===== config.mk =====
export PLATFORM = sky130hd
export DESIGN_NAME = nfc_config
export DESIGN_NICKNAME = d
export VERILOG_FILES = /design/src/inc/nfc_pkg.sv /design/src/logic/nfc_config.sv /design/src/logic/nfc_ecc.sv
export VERILOG_INCLUDE_DIRS = /design/src /design/src/inc
export SDC_FILE = /design/constraint.sdc
export NUM_CORES = 1
export LEC_CHECK = 0
export BUFFER_PORTS_ARGS = -buffer_cell sky130_fd_sc_hd__buf_2
export CAP_MARGIN = 25
export CORE_ASPECT_RATIO = 0.75
export CORE_MARGIN = 2
export CORE_UTILIZATION = 55
export CTS_CLUSTER_DIAMETER = 80
export DETAILED_ROUTE_END_ITERATION = 12
export HOLD_SLACK_MARGIN = 0.02
export PLACE_DENSITY_LB_ADDON = 0.1
export SLEW_MARGIN = 40
export SYNTH_ARGS = -nofsm -noshare
export SYNTH_HDL_FRONTEND = slang
export SYNTH_HIERARCHICAL = 1
export SYNTH_SLANG_ARGS = --single-unit
export TNS_END_PERCENT = 20

===== constraint.sdc =====
create_clock -name mclk -period 5.8 [get_ports mclk]
set_input_delay 0.58 -clock mclk [delete_from_list [all_inputs] [get_ports mclk]]
set_output_delay 0.58 -clock mclk [all_outputs]
set_load 0.02 [all_outputs]

===== src/inc/nfc_cfg.svh =====
// Offsets, field positions, reset values and sizes of the flash configuration block.
`ifndef NFC_CFG_SVH
`define NFC_CFG_SVH

// Register byte offsets.
`define NFC_OFS_ACTION 8'h14
`define NFC_OFS_CONFIG 8'h10
`define NFC_OFS_CMD 8'h18
`define NFC_OFS_ADDR 8'h1C
`define NFC_OFS_ADDR_EXT 8'h20
`define NFC_OFS_RD_PORT 8'h24
`define NFC_OFS_WR_PORT 8'h28
`define NFC_OFS_STATUS 8'h2C

// Configuration register fields.
`define NFC_CFG_RD_ENA_BIT 31
`define NFC_CFG_IF_ENA_BIT 30
`define NFC_CFG_UNUSED_BIT 29
`define NFC_CFG_ECC_ENA_BIT 28
`define NFC_CFG_ADDR_SIZE_HI 27
`define NFC_CFG_ADDR_SIZE_LO 24
`define NFC_CFG_SPARE_HI 23
`define NFC_CFG_SPARE_LO 16
`define NFC_CFG_PAGE_HI 15
`define NFC_CFG_PAGE_LO 0
`define NFC_CFG_RESET 32'h0000_0000
`define NFC_CFG_WR_MASK 32'hDFFF_FFFF

// Action register bits.
`define NFC_ACT_CE_ENA_BIT 0
`define NFC_ACT_CE_DIS_BIT 1
`define NFC_ACT_RD_KICK_BIT 2
`define NFC_ACT_WR_KICK_BIT 3

// Status register bits.
`define NFC_STS_BUSY_BIT 0
`define NFC_STS_ECC_ERR_BIT 1
`define NFC_STS_DONE_BIT 2

// Address bytes held in the primary address register, and simple check-code length.
`define NFC_ADDR_LO_BYTES 4'h4
`define NFC_ECC_BYTES 18'h0_0001

`endif


===== src/inc/nfc_pkg.sv =====
// Types shared by the flash configuration block.
package nfc_pkg;

  typedef enum logic [2:0] {
    NFC_IDLE,
    NFC_CMD,
    NFC_ADDR,
    NFC_SRD,
    NFC_BRD,
    NFC_BWAIT,
    NFC_BWR
  } nfc_state_t;

  typedef struct packed {
    logic [31:0] cfg;
    logic [31:0] addr_lo;
    logic [31:0] addr_hi;
    logic [7:0] cmd;
    logic [7:0] wbyte;
    logic wr_pend;
    logic [7:0] rd_byte;
    logic ce_on;
    logic ecc_err;
    logic blk_done;
    nfc_state_t state;
    logic phase;
    logic [17:0] cnt;
    logic [31:0] rdata;
    logic [7:0] dq_o;
    logic dq_oe_n;
    logic ce_n;
    logic cle;
    logic ale;
    logic we_n;
    logic re_n;
  } nfc_regs_t;

  typedef struct packed {
    logic [7:0] par;
  } nfc_ecc_t;

endpackage : nfc_pkg


===== src/logic/nfc_config.sv =====
// Flash interface configuration register with the byte sequencer that it steers.
//
// How it works
// - Config bit 31 low: read-data port reads launch no flash cycle; high: they do.
// - With triggering off, a port read still answers, with the last byte an earlier cycle caught.
// - Config bit 30 gates the sequencer and all flash control pin drivers.
// - Bits 27-24 give the number of address bytes sent per address transaction.
// - Bits 23-16 give the spare area byte count used to size block transfers.
// - Bits 15-0 give the page data byte count used to size block transfers.
// - Config register at 0x10 is read/write and resets to zero, all disabled.
// - Above four address bytes, the extended address write starts the cycles.
// - Block transfers move page plus spare bytes, plus one check byte when bit 28 is set.
`timescale 1ns/1ps
`include "nfc_cfg.svh"

module nfc_config
  import nfc_pkg::*;
(
  input wire logic mclk, // System clock, 250 MHz.
  input wire logic rst, // Synchronous reset, active high.
  input wire logic [7:0] addr, // Register byte address.
  input wire logic [31:0] wdata, // Write data.
  input wire logic wr, // Write strobe, one cycle.
  input wire logic rd, // Read strobe, one cycle.
  output logic [31:0] rdata, // Read data, valid the cycle after rd.
  input wire logic [7:0] fl_dq_i, // Flash data bus in.
  output logic [7:0] fl_dq_o, // Flash data bus out.
  output logic fl_dq_oe_n, // Flash data bus drive enable, low drives.
  output logic fl_ce_n, // Flash chip enable, active low.
  output logic fl_cle, // Command latch enable.
  output logic fl_ale, // Address latch enable.
  output logic fl_we_n, // Write strobe, active low.
  output logic fl_re_n // Read strobe, active low.
);

  nfc_regs_t r_ff;
  nfc_regs_t nxt_r;
  logic [7:0] ecc_par;
  logic ecc_clr;
  logic ecc_en;
  logic [7:0] ecc_din;

  // Bytes in one block transfer: page, then spare, then check code when enabled.
  function automatic logic [17:0] blk_total(input logic [31:0] c);
    logic [17:0] t;
    t = {2'b00, c[`NFC_CFG_PAGE_HI:`NFC_CFG_PAGE_LO]}
      + {10'h000, c[`NFC_CFG_SPARE_HI:`NFC_CFG_SPARE_LO]};
    if (c[`NFC_CFG_ECC_ENA_BIT]) begin
      t = t + `NFC_ECC_BYTES;
    end
    return t;
  endfunction : blk_total

  // Bytes of a block that carry data and feed the check code.
  function automatic logic [17:0] blk_data(input logic [31:0] c);
    return {2'b00, c[`NFC_CFG_PAGE_HI:`NFC_CFG_PAGE_LO]}
      + {10'h000, c[`NFC_CFG_SPARE_HI:`NFC_CFG_SPARE_LO]};
  endfunction : blk_data

  // Address byte n: four from the primary register, four from the extended, then zero.
  function automatic logic [7:0] addr_byte(input logic [31:0] lo, input logic [31:0] hi,
                                           input logic [17:0] n);
    logic [7:0] b;
    b = 8'h00;
    if (n < 18'h0_0004) begin
      b = lo[8 * n[1:0] +: 8];
    end else if (n < 18'h0_0008) begin
      b = hi[8 * n[1:0] +: 8];
    end
    return b;
  endfunction : addr_byte

  nfc_ecc u_ecc (
    .mclk(mclk),
    .rst(rst),
    .clr(ecc_clr),
    .en(ecc_en),
    .din(ecc_din),
    .par(ecc_par)
  );

  // Register writes, sequencer steps and pin levels, all into one next state.
  always_comb begin
    logic if_on;
    logic [3:0] asz;
    logic [17:0] total;
    logic [17:0] dlen;
    logic idle;
    logic done_set;
    logic err_set;
    if_on = r_ff.cfg[`NFC_CFG_IF_ENA_BIT];
    asz = r_ff.cfg[`NFC_CFG_ADDR_SIZE_HI:`NFC_CFG_ADDR_SIZE_LO];
    total = blk_total(r_ff.cfg);
    dlen = blk_data(r_ff.cfg);
    idle = (r_ff.state == NFC_IDLE);
    done_set = 1'b0;
    err_set = 1'b0;
    ecc_clr = 1'b0;
    ecc_en = 1'b0;
    ecc_din = 8'h00;
    nxt_r = r_ff;

    // Register writes; launches are taken only while the sequencer is idle.
    if (wr) begin
      if (addr == `NFC_OFS_CONFIG) begin
        nxt_r.cfg = wdata & `NFC_CFG_WR_MASK;
      end else if (addr == `NFC_OFS_ACTION) begin
        if (wdata[`NFC_ACT_CE_ENA_BIT]) begin
          nxt_r.ce_on = 1'b1;
        end else if (wdata[`NFC_ACT_CE_DIS_BIT]) begin
          nxt_r.ce_on = 1'b0;
        end
        if (if_on && idle && total != 18'h0_0000) begin
          if (wdata[`NFC_ACT_RD_KICK_BIT]) begin
            nxt_r.state = NFC_BRD;
            nxt_r.phase = 1'b0;
            nxt_r.cnt = 18'h0_0000;
            ecc_clr = 1'b1;
          end else if (wdata[`NFC_ACT_WR_KICK_BIT]) begin
            nxt_r.state = NFC_BWAIT;
            nxt_r.cnt = 18'h0_0000;
            ecc_clr = 1'b1;
          end
        end
      end else if (addr == `NFC_OFS_CMD) begin
        nxt_r.cmd = wdata[7:0];
        if (if_on && idle) begin
          nxt_r.state = NFC_CMD;
          nxt_r.phase = 1'b0;
          nxt_r.dq_o = wdata[7:0];
        end
      end else if (addr == `NFC_OFS_ADDR) begin
        nxt_r.addr_lo = wdata;
        // Short addresses start here; long ones wait for the extended word.
        if (if_on && idle && asz != 4'h0 && asz <= `NFC_ADDR_LO_BYTES) begin
          nxt_r.state = NFC_ADDR;
          nxt_r.phase = 1'b0;
          nxt_r.cnt = 18'h0_0000;
          nxt_r.dq_o = wdata[7:0];
        end
      end else if (addr == `NFC_OFS_ADDR_EXT) begin
        nxt_r.addr_hi = wdata;
        if (if_on && idle && asz > `NFC_ADDR_LO_BYTES) begin
          nxt_r.state = NFC_ADDR;
          nxt_r.phase = 1'b0;
          nxt_r.cnt = 18'h0_0000;
          nxt_r.dq_o = r_ff.addr_lo[7:0];
        end
      end else if (addr == `NFC_OFS_WR_PORT) begin
        nxt_r.wbyte = wdata[7:0];
        nxt_r.wr_pend = 1'b1;
      end
    end

    // Sequencer: phase 0 holds the strobe low, phase 1 releases it and ends the byte.
    case (r_ff.state)
      NFC_CMD: begin
        nxt_r.phase = ~r_ff.phase;
        if (r_ff.phase) begin
          nxt_r.state = NFC_IDLE;
        end
      end
      NFC_ADDR: begin
        nxt_r.phase = ~r_ff.phase;
        if (r_ff.phase) begin
          nxt_r.cnt = r_ff.cnt + 18'h0_0001;
          nxt_r.dq_o = addr_byte(r_ff.addr_lo, r_ff.addr_hi, r_ff.cnt + 18'h0_0001);
          if (r_ff.cnt + 18'h0_0001 == {14'h0000, asz}) begin
            nxt_r.state = NFC_IDLE;
          end
        end
      end
      NFC_SRD: begin
        nxt_r.phase = ~r_ff.phase;
        if (r_ff.phase) begin
          nxt_r.rd_byte = fl_dq_i;
          nxt_r.state = NFC_IDLE;
        end
      end
      NFC_BRD: begin
        nxt_r.phase = ~r_ff.phase;
        if (r_ff.phase) begin
          nxt_r.rd_byte = fl_dq_i;
          nxt_r.cnt = r_ff.cnt + 18'h0_0001;
          if (r_ff.cnt < dlen) begin
            ecc_en = 1'b1;
            ecc_din = fl_dq_i;
          end else if (fl_dq_i != ecc_par) begin
            err_set = 1'b1;
          end
          if (r_ff.cnt + 18'h0_0001 == total) begin
            nxt_r.state = NFC_IDLE;
            done_set = 1'b1;
          end
        end
      end
      NFC_BWAIT: begin
        // Data bytes wait for software; the check byte goes at once.
        if (r_ff.cnt >= dlen) begin
          nxt_r.state = NFC_BWR;
          nxt_r.phase = 1'b0;
          nxt_r.dq_o = ecc_par;
        end else if (r_ff.wr_pend) begin
          nxt_r.state = NFC_BWR;
          nxt_r.phase = 1'b0;
          nxt_r.dq_o = r_ff.wbyte;
          nxt_r.wr_pend = wr && addr == `NFC_OFS_WR_PORT;
        end
      end
      NFC_BWR: begin
        nxt_r.phase = ~r_ff.phase;
        if (r_ff.phase) begin
          nxt_r.cnt = r_ff.cnt + 18'h0_0001;
          if (r_ff.cnt < dlen) begin
            ecc_en = 1'b1;
            ecc_din = r_ff.dq_o;
          end
          if (r_ff.cnt + 18'h0_0001 == total) begin
            nxt_r.state = NFC_IDLE;
            done_set = 1'b1;
          end else begin
            nxt_r.state = NFC_BWAIT;
          end
        end
      end
      default: begin
        nxt_r.phase = 1'b0;
      end
    endcase

    // Register reads; a read-data port read may also launch one flash read.
    if (rd) begin
      if (addr == `NFC_OFS_CONFIG) begin
        nxt_r.rdata = r_ff.cfg;
      end else if (addr == `NFC_OFS_CMD) begin
        nxt_r.rdata = {24'h00_0000, r_ff.cmd};
      end else if (addr == `NFC_OFS_ADDR) begin
        nxt_r.rdata = r_ff.addr_lo;
      end else if (addr == `NFC_OFS_ADDR_EXT) begin
        nxt_r.rdata = r_ff.addr_hi;
      end else if (addr == `NFC_OFS_RD_PORT) begin
        // The answer is the byte caught by an earlier cycle; a cycle launched here shows at the next read.
        nxt_r.rdata = {24'h00_0000, r_ff.rd_byte};
        if (r_ff.cfg[`NFC_CFG_RD_ENA_BIT] && if_on && idle) begin
          nxt_r.state = NFC_SRD;
          nxt_r.phase = 1'b0;
        end
      end else if (addr == `NFC_OFS_STATUS) begin
        nxt_r.rdata = {29'h0000_0000, r_ff.blk_done, r_ff.ecc_err, ~idle};
      end else begin
        nxt_r.rdata = 32'h0000_0000;
      end
    end else begin
      nxt_r.rdata = 32'h0000_0000;
    end

    // Sticky flags clear on a written one; a same-cycle event keeps the flag set.
    if (wr && addr == `NFC_OFS_STATUS) begin
      if (wdata[`NFC_STS_ECC_ERR_BIT]) begin
        nxt_r.ecc_err = 1'b0;
      end
      if (wdata[`NFC_STS_DONE_BIT]) begin
        nxt_r.blk_done = 1'b0;
      end
    end
    if (err_set) begin
      nxt_r.ecc_err = 1'b1;
    end
    if (done_set) begin
      nxt_r.blk_done = 1'b1;
    end

    // Turning the interface off stops any transfer where it stands.
    if (!nxt_r.cfg[`NFC_CFG_IF_ENA_BIT]) begin
      nxt_r.state = NFC_IDLE;
      nxt_r.phase = 1'b0;
    end

    // Pin levels follow the next state, so every pin leaves a flip-flop.
    nxt_r.cle = (nxt_r.state == NFC_CMD);
    nxt_r.ale = (nxt_r.state == NFC_ADDR);
    nxt_r.we_n = ~((nxt_r.state == NFC_CMD || nxt_r.state == NFC_ADDR
                    || nxt_r.state == NFC_BWR) && !nxt_r.phase);
    nxt_r.re_n = ~((nxt_r.state == NFC_SRD || nxt_r.state == NFC_BRD) && !nxt_r.phase);
    nxt_r.dq_oe_n = ~(nxt_r.state == NFC_CMD || nxt_r.state == NFC_ADDR
                      || nxt_r.state == NFC_BWR);
    // Disabled pads rest inactive with the data bus released.
    nxt_r.ce_n = ~(nxt_r.ce_on && nxt_r.cfg[`NFC_CFG_IF_ENA_BIT]);
  end

  // Reset zeroes the configuration, so interface, check code and read launching are off; strobes, chip enable and drive enable reset high.
  always_ff @(posedge mclk) begin
    if (rst) begin
      r_ff <= '0;
      r_ff.cfg <= `NFC_CFG_RESET;
      r_ff.state <= NFC_IDLE;
      r_ff.dq_oe_n <= 1'b1;
      r_ff.ce_n <= 1'b1;
      r_ff.we_n <= 1'b1;
      r_ff.re_n <= 1'b1;
    end else begin
      r_ff <= nxt_r;
    end
  end

  assign rdata = r_ff.rdata;
  assign fl_dq_o = r_ff.dq_o;
  assign fl_dq_oe_n = r_ff.dq_oe_n;
  assign fl_ce_n = r_ff.ce_n;
  assign fl_cle = r_ff.cle;
  assign fl_ale = r_ff.ale;
  assign fl_we_n = r_ff.we_n;
  assign fl_re_n = r_ff.re_n;

endmodule : nfc_config


===== src/logic/nfc_ecc.sv =====
// Simple check-code generator: running XOR of the data bytes of one block.
`timescale 1ns/1ps
`include "nfc_cfg.svh"

module nfc_ecc
  import nfc_pkg::*;
(
  input wire logic mclk, // System clock.
  input wire logic rst, // Synchronous reset, active high.
  input wire logic clr, // Starts a new block.
  input wire logic en, // One data byte passes.
  input wire logic [7:0] din, // The byte that passes.
  output logic [7:0] par // Check code so far.
);

  nfc_ecc_t r_ff;
  nfc_ecc_t nxt_r;

  // Clear wins over a byte in the same cycle; a kick never overlaps a transfer.
  always_comb begin
    nxt_r = r_ff;
    if (clr) begin
      nxt_r.par = 8'h00;
    end else if (en) begin
      nxt_r.par = r_ff.par ^ din;
    end
  end

  always_ff @(posedge mclk) begin
    if (rst) begin
      r_ff <= '0;
    end else begin
      r_ff <= nxt_r;
    end
  end

  assign par = r_ff.par;

endmodule : nfc_ecc


==> results.toml <==
[run_status]
outcome = "finished, final reports clean"

[grt]
grt.total_usage = 0.326
grt_first_pass_wirelength_um = 56900
grt_pass1_vias = 9832
grt_max_degree = 99
antenna_found_initial = 3
grt_remaining_overflow = 0

[synthesis]
syn_nets = 1543
synth_edf_count = 0
ys_warn_count = 6
synthArstFlopShare = 0
synth_cell_types = 90
dominantRegCellSynth = "dfxtp_1"
ys_seq_elements = 199
syn_area_um2 = 11700
ys_seq_area_frac = 0.340
syn_avg_cell_area_um2 = 8.02
synthCells = 1463

[sta]
setup_viol = 0
period_needed_ns = 5.28
grt_setup_unrepaired = "false"
slew_headroom = 0.359
worst_slew_pin_slew_ns = 0.953
fin_crit_sh = 0.910
finalSetupTns_ns = 0
hold_violations = 0
max_freq_mhz = 190
final_max_slew_viol_count = 0
layout_setup_ws_ns = 0.523
fin_skew_ns = 0.0120

[clocking]
cts_tree = "done"
clk_pin_slew_ns = 0.08
htreeDepth = 4
cts_buffer_depth = 2
cts_resized = 0
cts_setup_buffers = 0
cts_hold_buf = 0
cts-root-buf = "clkbuf_16"
worstSkewPairLatency_ns = 0.45
numCtsBuffers = 17
clkSinkCount = 199

[floorplan]
core_um2 = 21000
num_rows = 46
fp.dieH_um = 130
start_util = 0.558
dieArea_um2 = 22500
dieWidth_um = 173
io_pins = 98

[cells_and_area]
fin_nets = 1541
utilization = 0.600
mostFrequentLayoutCell = "nand2_1"
drive_gt1_frac = 0.149
finish.instance_area_um2 = 12600
final_cell_mix = "293 x nand2_1, 199 x dfxtp_1, 185 x a21oi_1"
syn_to_final_growth_pct = 7.51

[power]
total_leakage_power_uw = 0.00470
switching_share = 0.259
irDropWorstVdd_uv = 169
pwr-share-clk = 0.451
power_switching_uw = 687
intPower_uw = 1970
power.density_nw_per_um2 = 211
p_seq_frac = 0.515
comb_power_share = 0.035

[placed_design]
io_buffers = 97
gp_congestion = 0.931
dpl_worst_slack_ns = 0.656
hpwl_um = 26700
placed_cell_area_um2 = 12000

[routing]
via_per_inst = 6.33
first_iter_violations = 1606
vias = 11200
dr.pass1.iters = 8
drc = 0
routed_wirelength_um = 37200
antenna_left = 0
wl_per_cell_um = 21.1

[setup_path]
startpoint_type = "register"
r2r_start = "r_ff[161]$_SDFFE_PP0P_"
critical_path_class = "register to register"
cp-end-kind = "register"
crit_path_top_delay_cell = "a311oi_2"
crit_chain = "ha_1, a211oi_1, o21a_2, a2111oi_0, a311oi_2, ha_1, a21o_1, a21o_1, a21oi_1, o2111ai_1, nand3_1, nand2b_1, o21a_1, o21ai_0, nor3b_2, mux2i_1"
critical-path-top-delay-family = "compound AO/OA/AOI/OAI gates"
crit_buf_inv = 0
cp.arrival_ns = 5.60
crit_required_ns = 6.13
critPathMaxStageDelay_ns = 0.70
crit_start = "r_ff[161]$_SDFFE_PP0P_"
crit_path_max_fanout = 17

[min_path]
hold_path.startpoint = "wdata[29]"
min_path_type = "input pin to register"

[run]
drv_cap = 0
[synthesized netlist by cell type, types with 4 or more instances]
cell type,count,share of area
a2111oi_0,4,0.0030
a211oi_1,4,0.0026
a21bo_2,6,0.0051
a21o_1,11,0.0070
a21oi_1,185,0.079
a221oi_1,7,0.0052
a222oi_1,5,0.0043
a22oi_1,36,0.023
and2_1,10,0.0053
and3_1,19,0.010
and4_1,7,0.0052
buf_1,5,0.0016
buf_2,4,0.0017
buf_4,41,0.026
clkbuf_1,83,0.027
dfxtp_1,199,0.34
ha_1,27,0.029
inv_1,25,0.0080
mux2_2,17,0.016
mux2i_1,42,0.036
mux4_2,16,0.031
nand2_1,293,0.094
nand2b_1,7,0.0037
nand3_1,33,0.014
nand3b_1,12,0.0077
nand4_1,16,0.0085
nand4b_1,4,0.0030
nor2_1,87,0.028
nor2b_1,7,0.0037
nor3_1,26,0.011
nor4_1,11,0.0059
o211ai_1,13,0.0083
o21a_1,5,0.0032
o21ai_0,29,0.012
o21ai_1,4,0.0017
o221ai_1,7,0.0052
o22ai_1,15,0.0080
o31ai_1,6,0.0038
or3_1,12,0.0064
xnor2_1,32,0.024
xor2_1,19,0.014
[power groups by stage]
| stage | logic [uW] | clock network (uW) | registers, uW |
|---|---|---|---|
| after floorplan | 43.3 | 0 | 1400 |
| after global placement | 88.9 | 0 | 1400 |
| after detailed placement | 89.3 | 0 | 1400 |
| after CTS | 89.6 | 1210 | 1370 |
| after global routing | 97.5 | 1250 | 1370 |
| final | 92.3 | 1200 | 1370 |
[worst paths after layout]
kind | slack (ns) | to | cells past startpoint
max | 0.52 | fl_dq_oe_n$_SDFF_PP1_ | 16
max reg2reg | 0.52 | fl_dq_oe_n$_SDFF_PP1_ | 16
min reg2reg | 0.45 | r_ff[89]$_SDFFE_PP0P_ | 2
min | 0.37 | r_ff[125]$_SDFFE_PP0P_ | 3
[per-stage QoR]
stage | hold WS (ns) | total power, uW | cells
6_report | 0.374 | 2660 | 1764
5_1_grt | 0.385 | 2720 | 1763
4_1_cts | 0.370 | 2660 | 1761
3_5_place_dp | 0.446 | 1490 | 1729
3_3_place_gp | 0.440 | 1490 | 1728
2_1_floorplan | 0.434 | 1440 | 1463
[worst register-to-register path, stage by stage, from the launching register on]
cell and delay (ns):
dfxtp_1 0.35, ha_1 0.32, a211oi_1 0.36, o21a_2 0.28
a2111oi_0 0.14, a311oi_2 0.70, ha_1 0.38, a21o_1 0.16
a21o_1 0.17, a21oi_1 0.20, o2111ai_1 0.14, nand3_1 0.25
nand2b_1 0.34, o21a_1 0.48, o21ai_0 0.52, nor3b_2 0.27
mux2i_1 0.09
[layer usage]
metal  up-vias  routed length, um  track usage
met3        95               4450       0.0839
met2       652              15500        0.482
li1       5163                  -            -
met4         0               1090        0.107
met5         -                  0            0
met1      5260              16200        0.464
[sequential cells by signal, summed over array words and instances (netlist names)]
| register | count |
|---|---|
| u_ecc/par | 8 |
| fl_we_n | 1 |
| fl_cle | 1 |
| r_ff | 145 |
| fl_re_n | 1 |
| fl_dq_oe_n | 1 |
| rdata | 32 |
| fl_ale | 1 |
| fl_ce_n | 1 |
| fl_dq_o | 8 |
[final cells by class]
cell class                 instances  area (um^2)
antenna                            2         5.00
clock inverter                    14          154
fill                            1951         8400
timing repair buffer             115          622
sequential                       199         3980
clock buffer                      18          429
inverter                          26         97.6
tap                              288          360
multi-input combinational       1102         6960
[logic make-up (layout without fill, tap and decap cells)]
group,Yosys count,in the layout,share of synthesized area
muxes,75,75,0.0829
DFF,199,199,0.340
AOI/OAI and AO/OA,371,371,0.202
adders and majority gates,28,28,0.0305
buffers and inverters,162,173,0.0676
and+or+nand+nor,572,572,0.230
other,0,2,0
xor gates and xnor gates,56,56,0.0480
No activity file was read; power rests on OpenSTA's default activity.
